**src/design/wdld_cfg.svh**
```systemverilog
// offsets, field positions, keys and timing for the watchdog block
`ifndef WDLD_CFG_SVH
`define WDLD_CFG_SVH

// ------------------------------------------------------------
// register byte offsets
// ------------------------------------------------------------
`define WDLD_OFF_CTRL    8'h00
`define WDLD_OFF_SVC     8'h04
`define WDLD_OFF_TO      8'h08
`define WDLD_OFF_CNT     8'h0c
`define WDLD_OFF_STAT    8'h10

// ------------------------------------------------------------
// field positions
// ------------------------------------------------------------
`define WDLD_CTRL_EN     0
`define WDLD_CTRL_LOCK   4
`define WDLD_STAT_LOCK   0
`define WDLD_STAT_FORCE  1
`define WDLD_STAT_KEY1   2

// ------------------------------------------------------------
// unlock keys, written to the service code field
// ------------------------------------------------------------
`define WDLD_KEY1        16'hc520
`define WDLD_KEY2        16'hd928

// ------------------------------------------------------------
// timing
// ------------------------------------------------------------
`define WDLD_OSC_KHZ     128
`define WDLD_TIMEOUT_MS  10
`define WDLD_TO_DEF      (`WDLD_TIMEOUT_MS * `WDLD_OSC_KHZ)
`define WDLD_INIT_WAIT   2'h3

`endif

```
**src/design/wdld_pkg.sv**
```systemverilog
// types shared by the watchdog block
package wdld_pkg;
    typedef enum logic [1:0] {
        WDLD_KEY_IDLE = 2'b01,
        WDLD_KEY_GOT1 = 2'b10
    } wdld_key_e;

    typedef logic [31:0] wdld_word_t;
endpackage : wdld_pkg

```
**src/design/wdld_osc_tick.sv**
```systemverilog
// slow oscillator synchroniser and rising edge tick
`timescale 1ns/1ps
module wdld_osc_tick (
    input  wire logic mclk,
    input  wire logic arst_n,
    input  wire logic ce,
    input  wire logic osc_pin,
    output logic      tick
);
    logic sync1_ff;
    logic sync2_ff;
    logic sync3_ff;
    logic tick_ff;
    wire  nxt_tick = sync2_ff & ~sync3_ff;

    always_ff @(posedge mclk or negedge arst_n) begin
        if (!arst_n) begin
            sync1_ff <= 1'b0;
            sync2_ff <= 1'b0;
            sync3_ff <= 1'b0;
            tick_ff  <= 1'b0;
        end else if (ce) begin
            sync1_ff <= osc_pin;
            sync2_ff <= sync1_ff;
            sync3_ff <= sync2_ff;
            tick_ff  <= nxt_tick;
        end
    end

    assign tick = tick_ff;
endmodule : wdld_osc_tick

```
**src/design/wdld_top.sv**
```systemverilog
// watchdog with soft lock, key unlock and strap controlled enable
// Function
// - counter steps on slow oscillator edges only
// - default timeout is about 10 ms
// - expiry while enabled requests system reset
// - keys c520 then d928 clear lock
// - clearing enable when unlocked stops watchdog, unless a missing boot config word holds enable set
// - option bit msb sets enable at reset
// - strap-disabled watchdog can be enabled later
// - missing boot config word forces enable
//
// The placing of the registers and the APB interface to the registers were chosen for this implementation.
`timescale 1ns/1ps
`include "wdld_cfg.svh"
module wdld_top (
    input  wire logic        mclk,
    input  wire logic        arst_n,
    input  wire logic        ce,
    input  wire logic        psel,
    input  wire logic        penable,
    input  wire logic        pwrite,
    input  wire logic [7:0]  paddr,
    input  wire logic [31:0] pwdata,
    output logic [31:0]      prdata,
    output logic             pready,
    output logic             pslverr,
    input  wire logic        slow_internal_osc,
    input  wire logic        nvuo_msb,
    input  wire logic        boot_no_reset_config_half_word,
    output logic             sys_reset_req,
    output logic             wdg_enabled
);
    // ------------------------------------------------------------
    // state
    // ------------------------------------------------------------
    wdld_pkg::wdld_word_t  prdata_ff;
    wdld_pkg::wdld_word_t  nxt_prdata;
    wdld_pkg::wdld_word_t  to_ff;
    wdld_pkg::wdld_word_t  cnt_ff;
    wdld_pkg::wdld_key_e   key_ff;
    wdld_pkg::wdld_key_e   nxt_key;
    logic                  pready_ff;
    logic                  pslverr_ff;
    logic                  en_ff;
    logic                  nxt_en;
    logic                  lock_ff;
    logic                  nxt_lock;
    logic                  force_ff;
    logic                  rst_req_ff;
    logic                  init_done_ff;
    logic [1:0]            init_cnt_ff;
    logic                  nvuo_s1_ff;
    logic                  nvuo_s2_ff;
    logic                  osc_tick;

    // ------------------------------------------------------------
    // slow oscillator tick
    // ------------------------------------------------------------
    wdld_osc_tick u_tick (
        .mclk    (mclk),
        .arst_n  (arst_n),
        .ce      (ce),
        .osc_pin (slow_internal_osc),
        .tick    (osc_tick)
    );

    // ------------------------------------------------------------
    // apb decode
    // ------------------------------------------------------------
    wire acc_wait  = psel & penable & ~pready_ff;
    wire acc_done  = psel & penable & pready_ff;
    wire hit_ctrl  = (paddr == `WDLD_OFF_CTRL);
    wire hit_svc   = (paddr == `WDLD_OFF_SVC);
    wire hit_to    = (paddr == `WDLD_OFF_TO);
    wire hit_cnt   = (paddr == `WDLD_OFF_CNT);
    wire hit_stat  = (paddr == `WDLD_OFF_STAT);
    wire hit_any   = hit_ctrl | hit_svc | hit_to | hit_cnt | hit_stat;
    wire wr_ctrl   = ce & acc_done & pwrite & hit_ctrl;
    wire wr_svc    = ce & acc_done & pwrite & hit_svc;
    wire wr_to     = ce & acc_done & pwrite & hit_to;
    wire [15:0] svc_code = pwdata[15:0];
    wire key1_hit  = wr_svc & (svc_code == `WDLD_KEY1);
    wire key2_hit  = wr_svc & (svc_code == `WDLD_KEY2)
                   & (key_ff == wdld_pkg::WDLD_KEY_GOT1);
    wire ctrl_ok   = wr_ctrl & ~lock_ff;
    wire to_ok     = wr_to & ~lock_ff;

    wire [31:0] rd_ctrl = {27'h0, lock_ff, 3'h0, en_ff};
    wire [31:0] rd_stat = {29'h0, (key_ff == wdld_pkg::WDLD_KEY_GOT1),
                           force_ff, lock_ff};

    always_comb begin
        nxt_prdata = 32'h0;
        if (hit_ctrl) nxt_prdata = rd_ctrl;
        if (hit_to)   nxt_prdata = to_ff;
        if (hit_cnt)  nxt_prdata = cnt_ff;
        if (hit_stat) nxt_prdata = rd_stat;
    end

    always_ff @(posedge mclk or negedge arst_n) begin
        if (!arst_n) begin
            pready_ff  <= 1'b0;
            pslverr_ff <= 1'b0;
            prdata_ff  <= 32'h0;
        end else if (ce) begin
            pready_ff  <= acc_wait;
            pslverr_ff <= acc_wait & ~hit_any;
            prdata_ff  <= (acc_wait & ~pwrite) ? nxt_prdata : 32'h0;
        end
    end

    // ------------------------------------------------------------
    // option strap capture after reset release
    // ------------------------------------------------------------
    wire init_cap = ce & ~init_done_ff & (init_cnt_ff == `WDLD_INIT_WAIT);

    always_ff @(posedge mclk or negedge arst_n) begin
        if (!arst_n) begin
            nvuo_s1_ff   <= 1'b0;
            nvuo_s2_ff   <= 1'b0;
            init_cnt_ff  <= 2'h0;
            init_done_ff <= 1'b0;
        end else if (ce) begin
            nvuo_s1_ff <= nvuo_msb;
            nvuo_s2_ff <= nvuo_s1_ff;
            if (!init_done_ff)
                init_cnt_ff <= init_cnt_ff + 2'h1;
            if (init_cap)
                init_done_ff <= 1'b1;
        end
    end

    // ------------------------------------------------------------
    // unlock key sequence and lock
    // ------------------------------------------------------------
    always_comb begin
        nxt_key = key_ff;
        if (wr_svc) begin
            nxt_key = key1_hit ? wdld_pkg::WDLD_KEY_GOT1
                               : wdld_pkg::WDLD_KEY_IDLE;
        end
    end

    always_comb begin
        nxt_lock = lock_ff;
        if (key2_hit)
            nxt_lock = 1'b0;
        else if (ctrl_ok && pwdata[`WDLD_CTRL_LOCK])
            nxt_lock = 1'b1;
    end

    // ------------------------------------------------------------
    // enable
    // ------------------------------------------------------------
    always_comb begin
        nxt_en = en_ff;
        case (1'b1)
            init_cap:     nxt_en = nvuo_s2_ff | boot_no_reset_config_half_word;
            (boot_no_reset_config_half_word & init_done_ff): nxt_en = 1'b1;
            ctrl_ok:      nxt_en = pwdata[`WDLD_CTRL_EN];
            default:      nxt_en = en_ff;
        endcase
    end

    wire en_rise = nxt_en & ~en_ff;
    wire reload  = en_rise | key2_hit | to_ok;

    always_ff @(posedge mclk or negedge arst_n) begin
        if (!arst_n) begin
            key_ff   <= wdld_pkg::WDLD_KEY_IDLE;
            lock_ff  <= 1'b1;
            en_ff    <= 1'b0;
            force_ff <= 1'b0;
        end else if (ce) begin
            key_ff   <= nxt_key;
            lock_ff  <= nxt_lock;
            en_ff    <= nxt_en;
            if (boot_no_reset_config_half_word)
                force_ff <= 1'b1;
        end
    end

    // ------------------------------------------------------------
    // timeout counter and reset request
    // ------------------------------------------------------------
    wire [31:0] to_def  = 32'(`WDLD_TO_DEF);
    wire [31:0] nxt_to  = to_ok ? pwdata : to_ff;
    wire        expire  = en_ff & osc_tick & (cnt_ff == 32'h0);

    always_ff @(posedge mclk or negedge arst_n) begin
        if (!arst_n) begin
            to_ff      <= 32'(`WDLD_TO_DEF);
            cnt_ff     <= 32'(`WDLD_TO_DEF);
            rst_req_ff <= 1'b0;
        end else if (ce) begin
            to_ff <= nxt_to;
            if (reload)
                cnt_ff <= nxt_to;
            else if (en_ff && osc_tick && cnt_ff != 32'h0)
                cnt_ff <= cnt_ff - 32'h1;
            if (expire && !reload)
                rst_req_ff <= 1'b1;
        end
    end

    assign prdata        = prdata_ff;
    assign pready        = pready_ff;
    assign pslverr       = pslverr_ff;
    assign sys_reset_req = rst_req_ff;
    assign wdg_enabled   = en_ff;

    // ------------------------------------------------------------
    // check helper: oscillator ticks since the last reload
    // ------------------------------------------------------------
    logic [31:0] chk_ticks_ff;

    always_ff @(posedge mclk or negedge arst_n) begin
        if (!arst_n) begin
            chk_ticks_ff <= 32'h0;
        end else if (ce && reload) begin
            chk_ticks_ff <= 32'h0;
        end else if (ce && en_ff && osc_tick) begin
            chk_ticks_ff <= chk_ticks_ff + 32'h1;
        end
    end
endmodule : wdld_top

```
**config.mk**
```make
export PLATFORM = sky130hd
export DESIGN_NAME = wdld_top
export DESIGN_NICKNAME = d
export VERILOG_FILES = /design/src/design/wdld_pkg.sv /design/src/design/wdld_osc_tick.sv /design/src/design/wdld_top.sv
export VERILOG_INCLUDE_DIRS = /design/src /design/src/design
export SDC_FILE = /design/constraint.sdc
export NUM_CORES = 1
export LEC_CHECK = 0
export BUFFER_PORTS_ARGS = -buffer_cell sky130_fd_sc_hd__buf_2
export CAP_MARGIN = 40
export CORE_MARGIN = 5
export CORE_UTILIZATION = 50
export DETAILED_ROUTE_END_ITERATION = 7
export HOLD_SLACK_MARGIN = 0.1
export PLACE_DENSITY = 0.71
export SLEW_MARGIN = 20
export SYNTH_ARGS = -nofsm -noshare
export SYNTH_HDL_FRONTEND = slang
export SYNTH_HIERARCHICAL = 1
export SYNTH_SLANG_ARGS = --single-unit
```
**constraint.sdc**
```tcl
create_clock -name mclk -period 8.9 [get_ports mclk]
set_clock_uncertainty 0.1 [all_clocks]
set_input_delay 1.78 -clock mclk [delete_from_list [all_inputs] [get_ports mclk]]
set_output_delay 1.78 -clock mclk [all_outputs]
set_load 0.01 [all_outputs]
```
Yosys cells after proc, flatten, opt, wreduce, memory -nomap -nowiden. Index checks and enable logic that the tools add are counted.

Input port bits: 49. Register bits after elaboration: 113. Output and inout port bits: 36. Logic and storage cells: 95.

Bitwise operators: 36. Eq/ne operators: 8. Reductions and logical operators: 17. Mux-type cells: 14. $add $sub $neg: 2.

Operators with widths (number): $mux 32 (7); $eq 16x16->1 const B (2); $logic_not 32->1 (1); $reduce_bool 32->1 (1); $sub 32x1->32 const B (1); $and 1x1->1 (22); $eq 8x4->1 const B (2); $reduce_and 2->1 (7); $eq 8x3->1 const B (1); $eq 8x5->1 const B (1); $logic_not 8->1 (1); $not 1->1 (7); $or 1x1->1 (7); $mux 1 (5); $mux 5 (1); $eq 2x2->1 const B (2); $logic_and 1x1->1 (4); $reduce_bool 2->1 (2); $add 2x1->2 const B (1); $mux 2 (1); $logic_not 1->1 (1).

Logic depth before layout (Yosys ltp). Gate-level depths: netlist (run 1).

Word-level depth: 15. Mapped depth: 10. Gate-level depth less buffers: 9.

Hierarchy. Netlist (run 1), hierarchy kept.

By module, submodules not included: wdld_top (cells an instance 561, seq. area each 2735.1 um2, times used 1, area an instance 5536.6 um2); wdld_osc_tick (cells an instance 10, seq. area each 100.1 um2, times used 1, area an instance 150.1 um2).

Worst setup path after synthesis (run 1). Ideal clock, no wire load.

Path type: input to register. Start: input port paddr[1]. End: register cnt_ff[1]. Setup time: 0.126 ns. Arrival: 4.014 ns. Setup slack: 4.660 ns. Data required time: 8.674 ns. Stages on the path: 7. Path buffers: 1. Cells stage by stage: or3_1 -> or4b_1 -> or4b_1 -> buf_4 -> a21oi_4 -> nor2_1 -> a221o_1.

Word-level cells in the longest chain between the ends: 11. Elaborated cells on any way between the ends: 20. Classes of those cells: 2 x eq/ne; 5 x mux; 10 x bitwise; 3 x reduce/logical.

Ends and longest elaborated chain: start, declared (line wdld_top.sv:22) `input wire logic [7:0] paddr,`; $logic_not 8->1 (no line); $and 1x1->1 (line wdld_top.sv:78) `wire wr_ctrl = ce & acc_done & pwrite & hit_ctrl;`; $and 1x1->1 (line wdld_top.sv:85) `wire ctrl_ok = wr_ctrl & ~lock_ff;`; $mux 1 (3 in a row) (line wdld_top.sv:157) `case (1'b1)`; $and 1x1->1 (line wdld_top.sv:165) `wire en_rise = nxt_en & ~en_ff;`; $or 1x1->1 (2 in a row) (line wdld_top.sv:166) `wire reload = en_rise | key2_hit | to_ok;`; $reduce_bool 2->1 (no line); $reduce_and 2->1 (no line); end signal, assigned (line wdld_top.sv:193) `` cnt_ff <= 32'(`WDLD_TO_DEF); ``; end signal, assigned (line wdld_top.sv:198) `cnt_ff <= nxt_to;`; end signal, assigned (line wdld_top.sv:200) `cnt_ff <= cnt_ff - 32'h1;`; end, declared (line wdld_top.sv:39) `wdld_pkg::wdld_word_t cnt_ff;`.

Parallel ways exist; a longest one is shown, timed or not. A chain may end at the register's enable or synchronous reset.

Worst setup path after layout (run 1).
Start: input port ce. End: register cnt_ff[1].

Word-level cells in the longest chain between the ends: 12. Elaborated cells on any way between the ends: 21. Classes of those cells: 5 x mux; 14 x bitwise; 2 x reduce/logical.

Ends and longest elaborated chain: start, declared (line wdld_top.sv:18) `input wire logic ce,`; $and 1x1->1 (2 in a row) (line wdld_top.sv:78, wdld_top.sv:79, wdld_top.sv:80); $and 1x1->1 (line wdld_top.sv:78); $and 1x1->1 (line wdld_top.sv:85); $mux 1 (3 in a row) (line wdld_top.sv:157); $and 1x1->1 (line wdld_top.sv:165); $or 1x1->1 (2 in a row) (line wdld_top.sv:166); $reduce_bool 2->1 (no line); $reduce_and 2->1 (no line).

Parallel ways exist; a longest one is shown, timed or not.

==> results of run 1 <==
-- area by class of cell --
cell class | count | area share, %
timing repair buffer | 94 | 7.76
clock buffer | 22 | 6.72
sequential | 113 | 41.1
multi-input combinational | 416 | 38.8
tap | 143 | 2.59
clock inverter | 10 | 2.63
inverter | 8 | 0.435
-- worst reg2reg max path, stage by stage, from the launching register on --
cell and delay, ns:
dfrtp_1 0.45, or4_1 0.63, or4_1 0.56, nor4_4 0.49, or2_1 0.46, nor3_1 0.15
buf_2 0.20, a21o_1 0.16, o211ai_1 0.22
-- routing by layer --
| layer | up-vias | wire, um | GRT usage, % |
|---|---|---|---|
| met5 | - | 0 | 0 |
| met2 | 218 | 7340 | 38.6 |
| met1 | 2430 | 6710 | 32.4 |
| met4 | 0 | 374 | 9.63 |
| li1 | 2288 | - | - |
| met3 | 35 | 1160 | 5.75 |
-- cells by family after synthesis --
| logic type | share of synthesized area [%] |
|---|---|
| compound gates | 15.8 |
| xor+xnor | 0.308 |
| fa+ha+maj | 0.660 |
| buf+inv | 3.26 |
| flops | 49.9 |
| mux | 8.10 |
| simple gates | 22.1 |
-- stage by stage --
step	std cells	total power, mW
2_1_floorplan	571	0.860
3_3_place_gp	769	0.938
3_5_place_dp	774	0.958
4_1_cts	806	1.71
5_1_grt	806	1.78
6_report	806	1.71
-- state kept, by name, indices dropped and copies added, names as in the netlist, 2 cells and up --
name,count
cnt_ff,32
init_cnt_ff,2
prdata,32
to_ff,32
key_ff,2
-- power by group --
part | switching (mW) | internal (mW)
clock | 0.239 | 0.511
sequential | 0.103 | 0.588
combinational | 0.144 | 0.122
total | 0.486 | 1.22
-- placed cells by master, fill, tap and decap left out, drive strengths merged, types with 4 or more instances in the layout --
cell and instances:
a21o 4, inv 9, dfstp 6, dfrtp 107, bufinv 5, or4 7, nor4b 4, a21oi 16
and3 4, o2bb2ai 29, o21ai 16, a211oi 11, mux2i 37, nor2 27, nand4 4, a31oi 6
nor4 15, or3 4, mux2 8, nand2b 4, clkbuf 22, nand2 105, buf 94, nand3 16
nor3 35, nand3b 5, a311oi 7
-- worst max path at each step --
stage          depth (start not counted)  slack [ns]     start        end
2_1_floorplan                          7        4.66  paddr[1]  cnt_ff[1]
3_3_place_gp                           8        3.47  paddr[2]  cnt_ff[1]
3_5_place_dp                           8        3.44        ce  cnt_ff[1]
4_1_cts                                8        3.89        ce  cnt_ff[1]
5_1_grt                                9        3.62        ce  cnt_ff[1]
6_report                               8        3.83        ce  cnt_ff[1]
==> out/results.ini, run 1 <==
[status]
outcome=finished clean

[grt]
grt_start_max_net_pins=56
grt_pass1_wl_mm=25.5
grtUsageTotal_pct=24.3
antenna_found_initial=0
grt-ovfl-total=0
grt_pass1_vias=5019

[worst_hold_path]
hold_class=reg -> reg
whs_endpoint=force_ff
hold_depth=1
min-delay-start=force_ff

[clocking]
path_clk_slew_ns=0.06
cts_buffer_depth=2
ctsHoldBuffers=0
cts_tree=yes
cts_setup_buffers=0
clk-insertion-delay-late_ns=0.42
htree_levels=4
post_cts_resized=0
cts_root_buf=clkbuf_16
cts_buffers=17
numClockSinks=113

[setup_path]
rr_worst_depth=8
cp-end-kind=flop
timing.rr.start=cnt_ff[18]
startpoint_type=input pin
cp_slowest_stage_delay_ns=0.65
cp_num_buf_inv=2
path_cells=buf_2, nand3_1, or4b_1, or4b_1, buf_4, a21oi_4, nor2_1, a221o_1
cp_common_cell=or4b_1
worstSetupPathType=in -> reg
arrival_ns=5.27
regToRegEndpoint=cnt_ff[4]
crit_family=simple AND/OR/NAND/NOR gates
cp_max_fo=38
cp_slowest_cell=a21oi_4
rrSetupSlack_ns=5.38
required_ns=9.10

[synth]
synth.most_common_cell=dfrtp_1
synth.distinct_cells=65
ys.flop_type=dfrtp_1
async_flop_share_pct=100
post-synth-top-area-fraction_pct=47.1
synth.area.top_cells=dfrtp_1 (47%), nand2_1 (6.9%), mux2i_1 (6.5%)
ys_ff_latch=113
yosys_warnings=6
synth_edf_count=0
syn-num-nets=623
ys_seq_area_share_pct=49.9
synthTopCellsByCount=dfrtp_1 (107), nand2_1 (105), mux2i_1 (37)
yosysTopAreaCell=dfrtp_1
avgSynthCellArea_um2=9.96
netlist_instances=571
synth_area_mm2=0.00569

[timing]
post-route-period-util_pct=57.0
slew_headroom_pct=48.6
setup_ws_ns=3.83
drv_slew=0
setup_tns_ns=0
fin_crit_ns=5.07
clock.fmax_mhz=197
hold_viol_final=0
whs_ns=0.374
rsz0062_at_grt=false
worstMarginPinSlew_ns=0.769
setup_violations=0

[cells_and_area]
nets=702
finalInstanceArea_mm2=0.00690
area_growth_pct=21.4
fin_util_pct=61.2
multiInputGateArea_mm2=0.00268
nFillCells=945
diodes=0
seqCellArea_mm2=0.00284
drive_above_1_share_pct=22.5

[floorplanning]
io_pins=85
core_area_mm2=0.0113
die-area_mm2=0.0136
chipHeight_um=117
die_w_um=117
initial_core_util_pct=50.4
num_rows=39

[place]
gp_congestion=0.919
post_dp_cell_area_mm2=0.00626
numPortBuffers=84
dpl.hpwl_mm=10.5
pre_cts_slack_ns=3.44

[pwr]
power_density_mw_per_mm2=247
vdd_drop_max_v=0.000131
p_leak_nw=3.32

[routing]
drt_pass1_iterations=5
drtIter0Drc=394
vias=4971
drt-total-wl_mm=15.6
ant_nets=0
via_per_inst=6.17
routed_wire_length_per_instance_um=19.3
route.detailed.drc=0

[run]
maxCapViolCount=0

(Power assumes the default switching activity.)
==> inputs of run 2 (changes only) <==
- PLACE_DENSITY: 0.71 -> 0.74
- clock period: 8.9 -> 4.4 ns (I/O delays scaled with it)
==> run 2 against run 1 <==
Against the previous run: sequential share of layout area is 0.14 points lower; total power is 98% higher; non-clock buffer count rose by 10; combinational power is 100% higher; setup slack lost 2.9 ns; worst hold slack got worse by 0.043 ns; final cell count is 1.2% higher; wire length up 0.88%; highest routed layer unchanged.
==> out/results.ini, run 2 (synthesis gave the netlist of run 1 again) <==
[cells_and_area]
diodes=0
drive_above_1_share_pct=23.8
nets=712
final_cell_mix=dfrtp_1 (107), nand2_1 (105), buf_2 (84)
final_cells=816
area_growth_pct=21.8
final_common_cell=dfrtp_1
nFillCells=931
finalInstanceArea_mm2=0.00693

[grt]
grt_pass1_wl_mm=25.9
grtUsageTotal_pct=24.6
grt_pass1_vias=5133
antenna_found_initial=0
grt-ovfl-total=0
grt_start_max_net_pins=50

[setup_path]
timing.rr.start=cnt_ff[18]
rrSetupSlack_ns=0.89
cp-end-kind=flop
worstSetupPathType=reg -> reg
required_ns=4.64
startpoint_type=flop
crit_start=cnt_ff[18]
arrival_ns=3.75
path_cells=or4_1, or4_1, nor4_4, or2_1, nor3_1, buf_2, a221o_1
cp_slowest_cell=or4_1
cp_max_fo=10
cp_slowest_stage_delay_ns=0.65
cp_common_cell=or4_1
rr_worst_depth=7

[clocking]
htree_levels=4
path_clk_slew_ns=0.05
post_cts_resized=0
ctsHoldBuffers=0
cts_setup_buffers=0
clk-insertion-delay-late_ns=0.42
numClockSinks=113
cts_buffers=17
cts_root_buf=clkbuf_16
cts_buffer_depth=2
cts_tree=yes

[routing]
wirelength_met1_mm=6.83
routed_wire_length_per_instance_um=19.3
drt-total-wl_mm=15.7
ant_nets=0
drt_pass1_iterations=5
via_per_inst=6.13
routed-wl-met2_mm=7.27
wl_met3_mm=1.16
route.detailed.drc=0
vias=5000
routed.top_layer=met4
drtIter0Drc=427

[place]
dpl.hpwl_mm=10.9
pre_cts_slack_ns=0.598
post_dp_cell_area_mm2=0.00631
dp.cells=784
numPortBuffers=84
gp_congestion=0.910

[worst_hold_path]
hold_class=in -> async

[floorplanning]
die-area_mm2=0.0136
io_pins=85
num_rows=39
die_w_um=117
chipHeight_um=117
initial_core_util_pct=50.4
core_area_mm2=0.0113

[pwr]
vdd_drop_max_v=0.000250
p_leak_nw=3.36
power.total_mw=3.38
power_density_mw_per_mm2=488

[timing]
clock.fmax_mhz=285
hold_viol_final=0
rsz0062_at_grt=false
setup_tns_ns=0
setup_violations=0
drv_slew=0
worstMarginPinSlew_ns=0.891
post-route-period-util_pct=79.8
fin_crit_ns=3.51
slew_headroom_pct=40.4
setup_ws_ns=0.890

[run]
maxCapViolCount=0

[status]
outcome=finished clean

## run 2: worst paths after layout
| path | endpoint |
|---|---|
| max in group asynchronous | lock_ff |
| min in group mclk | sys_reset_req |
| min reg2reg | sys_reset_req |
| max | cnt_ff[10] |
| min | to_ff[28] |
| max reg2reg | cnt_ff[10] |
## run 2: final cells by class
type                            instances  area [um^2]  area share (%)
Sequential cell                       113         2840            40.9
Multi-Input combinational cell        416         2670            38.6
Timing Repair Buffer                  104          591            8.53
Clock buffer                           20          457            6.59
Tap cell                              143          179            2.58
Clock inverter                         12          163            2.35
Inverter                                8         30.0           0.434
## run 2: where the power goes
group / switching [mW] / total (mW) / internal (mW)
registers: 0.208 / 1.40 / 1.19
clock network: 0.481 / 1.45 / 0.968
logic: 0.286 / 0.531 / 0.245
## run 2: metrics by stage
stage | utilization, % | hold WS [ns]
after global routing | 61.4 | 0.357
after detailed placement | 56.0 | 0.351
final | 61.4 | 0.332
after CTS | 61.4 | 0.338
after global placement | 55.6 | 0.356
after floorplan | - | 0.328
## run 2: metal layers
| metal | up-vias | track usage (%) |
|---|---|---|
| li1 | 2314 | - |
| met1 | 2443 | 32.3 |
| met3 | 43 | 7.10 |
| met5 | - | 0 |
| met2 | 200 | 38.6 |
| met4 | 0 | 10.1 |
## run 2: critical path, delay by kind of cell (launching register included)
family                 cells  cell delay (ns)
buffers and inverters      1             0.21
AOI/OAI and AO/OA          1             0.32
and+or+nand+nor            5             2.35
DFF                        1             0.45
==> inputs of run 3 (changes only) <==
- clock period: 4.4 -> 3 ns (I/O delays scaled with it)
==> run 3 against run 2 <==
Against the previous run: sequential power rose by 44%; total power rose by 42%; cell area rose by 4.9%; first-iteration DRC count fell by 11%; final cell count rose by 5.8%; sequential share of layout area fell by 1.9 points; setup slack got worse by 0.79 ns; combinational power rose by 78%; global-route usage rose by 0.96 points; maximum frequency rose by 21%; non-clock buffer count rose by 47; largest power group is now sequential cells; highest routed layer unchanged.
==> out/results.ini, run 3 (synthesis gave the netlist of run 1 again) <==
[place]
numPortBuffers=84
gp_congestion=0.928
dpl.hpwl_mm=11.7
post_dp_cell_area_mm2=0.00671
dp.cells=830
pre_cts_slack_ns=-0.184

[setup_path]
crit_start=cnt_ff[20]
startpoint_type=flop
regToRegEndpoint=cnt_ff[10]
cp_num_buf_inv=1
cp-end-kind=flop
crit_family=simple AND/OR/NAND/NOR gates
cp_common_cell=or4_1
worstSetupPathType=reg -> reg
cp_slowest_stage_delay_ns=0.56
rr_worst_depth=7
cp_max_fo=5
path_cells=or4_1, or4_1, nor4_4, or2_4, nor3_1, clkbuf_2, a221o_1
rrSetupSlack_ns=0.10
critPathCapture=cnt_ff[10]
cp_slowest_cell=or4_1
timing.rr.start=cnt_ff[20]
required_ns=3.24
arrival_ns=3.14
crit_cells=7

[pwr]
power_density_mw_per_mm2=661
power_frac_clock_pct=38.3
p_int_mw=3.39
vdd_drop_max_v=0.000394
swShare_pct=29.5
comb_power_share_pct=19.6
p_sw_mw=1.41
p_leak_nw=3.56
p_seq_share_pct=42.0
power.total_mw=4.80

[cells_and_area]
nets=759
drive_above_1_share_pct=28.2
area_growth_pct=27.7
finalInstanceArea_mm2=0.00726
final_common_cell=dfrtp_1
fin_util_pct=64.4
final_cells=863
diodes=0
final_cell_mix=dfrtp_1 (107), nand2_1 (105), buf_2 (83)
nFillCells=919

[floorplanning]
initial_core_util_pct=50.4
chipHeight_um=117
die_w_um=117
core_area_mm2=0.0113
die-area_mm2=0.0136
io_pins=85
num_rows=39

[routing]
route.detailed.drc=0
drt_pass1_iterations=5
routed_wire_length_per_instance_um=18.9
via_per_inst=5.96
drtIter0Drc=380
vias=5143
drt-total-wl_mm=16.3
ant_nets=0

[timing]
fin_crit_ns=2.90
worstMarginPinSlew_ns=0.629
clock.fmax_mhz=345
whs_ns=0.0991
hold_viol_final=0
post-route-period-util_pct=96.6
setup_violations=0
slew_headroom_pct=58.1
setup_ws_ns=0.102
setup_tns_ns=0
rsz0062_at_grt=true
drv_slew=0

[clocking]
htree_levels=4
path_clk_slew_ns=0.05
numClockSinks=113
clk-insertion-delay-late_ns=0.42
cts_tree=yes
cts_buffers=17
cts_root_buf=clkbuf_16
cts_buffer_depth=2

[worst_hold_path]
hold_class=in -> async

[grt]
grtUsageTotal_pct=25.6
grt_pass1_vias=5265
antenna_found_initial=0
grt_pass1_wl_mm=26.7
grt-ovfl-total=0
grt_start_max_net_pins=47

[run]
maxCapViolCount=0

[status]
outcome=finished clean

-- run 3: changes by cell type in the layout (fill, tap and decap cells not counted), moves of 4 or more --
cell       change
buf_4         +43
clkinv_2       -7
buf_12         +5
clkbuf_1       +8
bufinv_16      -4
clkbuf_8       +4
-- run 3: layout make-up --
class,instances,area [um^2],area share [%]
inverter,8,30.0,0.413
tap,143,179,2.46
clock buffer,32,542,7.46
sequential,113,2840,39.0
multi-input combinational,416,2690,37.1
timing repair buffer,151,986,13.6
-- run 3: worst register-to-register path: stages, from the launching register on --
cell	delay (ns)
dfrtp_1	0.37
or4_1	0.56
or4_1	0.55
nor4_4	0.41
or2_4	0.23
nor3_1	0.09
clkbuf_2	0.18
a221o_1	0.33
-- run 3: how the worst min path moves through the flow --
stage | from | end | slack, ns
after floorplan | arst_n | cnt_ff[0] | 0.20
after global placement | force_ff | force_ff | 0.36
after detailed placement | sys_reset_req | sys_reset_req | 0.36
after CTS | arst_n | prdata[31] | 0.12
after global routing | arst_n | prdata[7] | 0.14
final | arst_n | prdata[24] | 0.1
-- run 3: power by group through the flow --
stage               logic [mW]  clock network [mW]  registers, mW
global placement         0.898                   0           2.02
CTS                      0.938                1.87           2.01
finish                   0.943                1.84           2.02
floorplan                0.592                   0           1.96
global route              1.03                1.94           2.05
detailed placement       0.930                   0           2.03
-- run 3: what timing repair did --
item | CTS | global route
setup endpoints to repair | 0 | 9
hold buffers | 0 | 0
gates resized for setup | 0 | 2
setup buffers | 0 | 0
-- run 3: metal layers --
| metal | part of all wire, % | up-vias | track usage [%] |
|---|---|---|---|
| met5 | 0 | - | 0 |
| met4 | 3.4 | 0 | 13.5 |
| met3 | 7.0 | 57 | 5.91 |
| met2 | 47 | 204 | 40.0 |
| met1 | 43 | 2481 | 33.2 |
| li1 | - | 2401 | - |
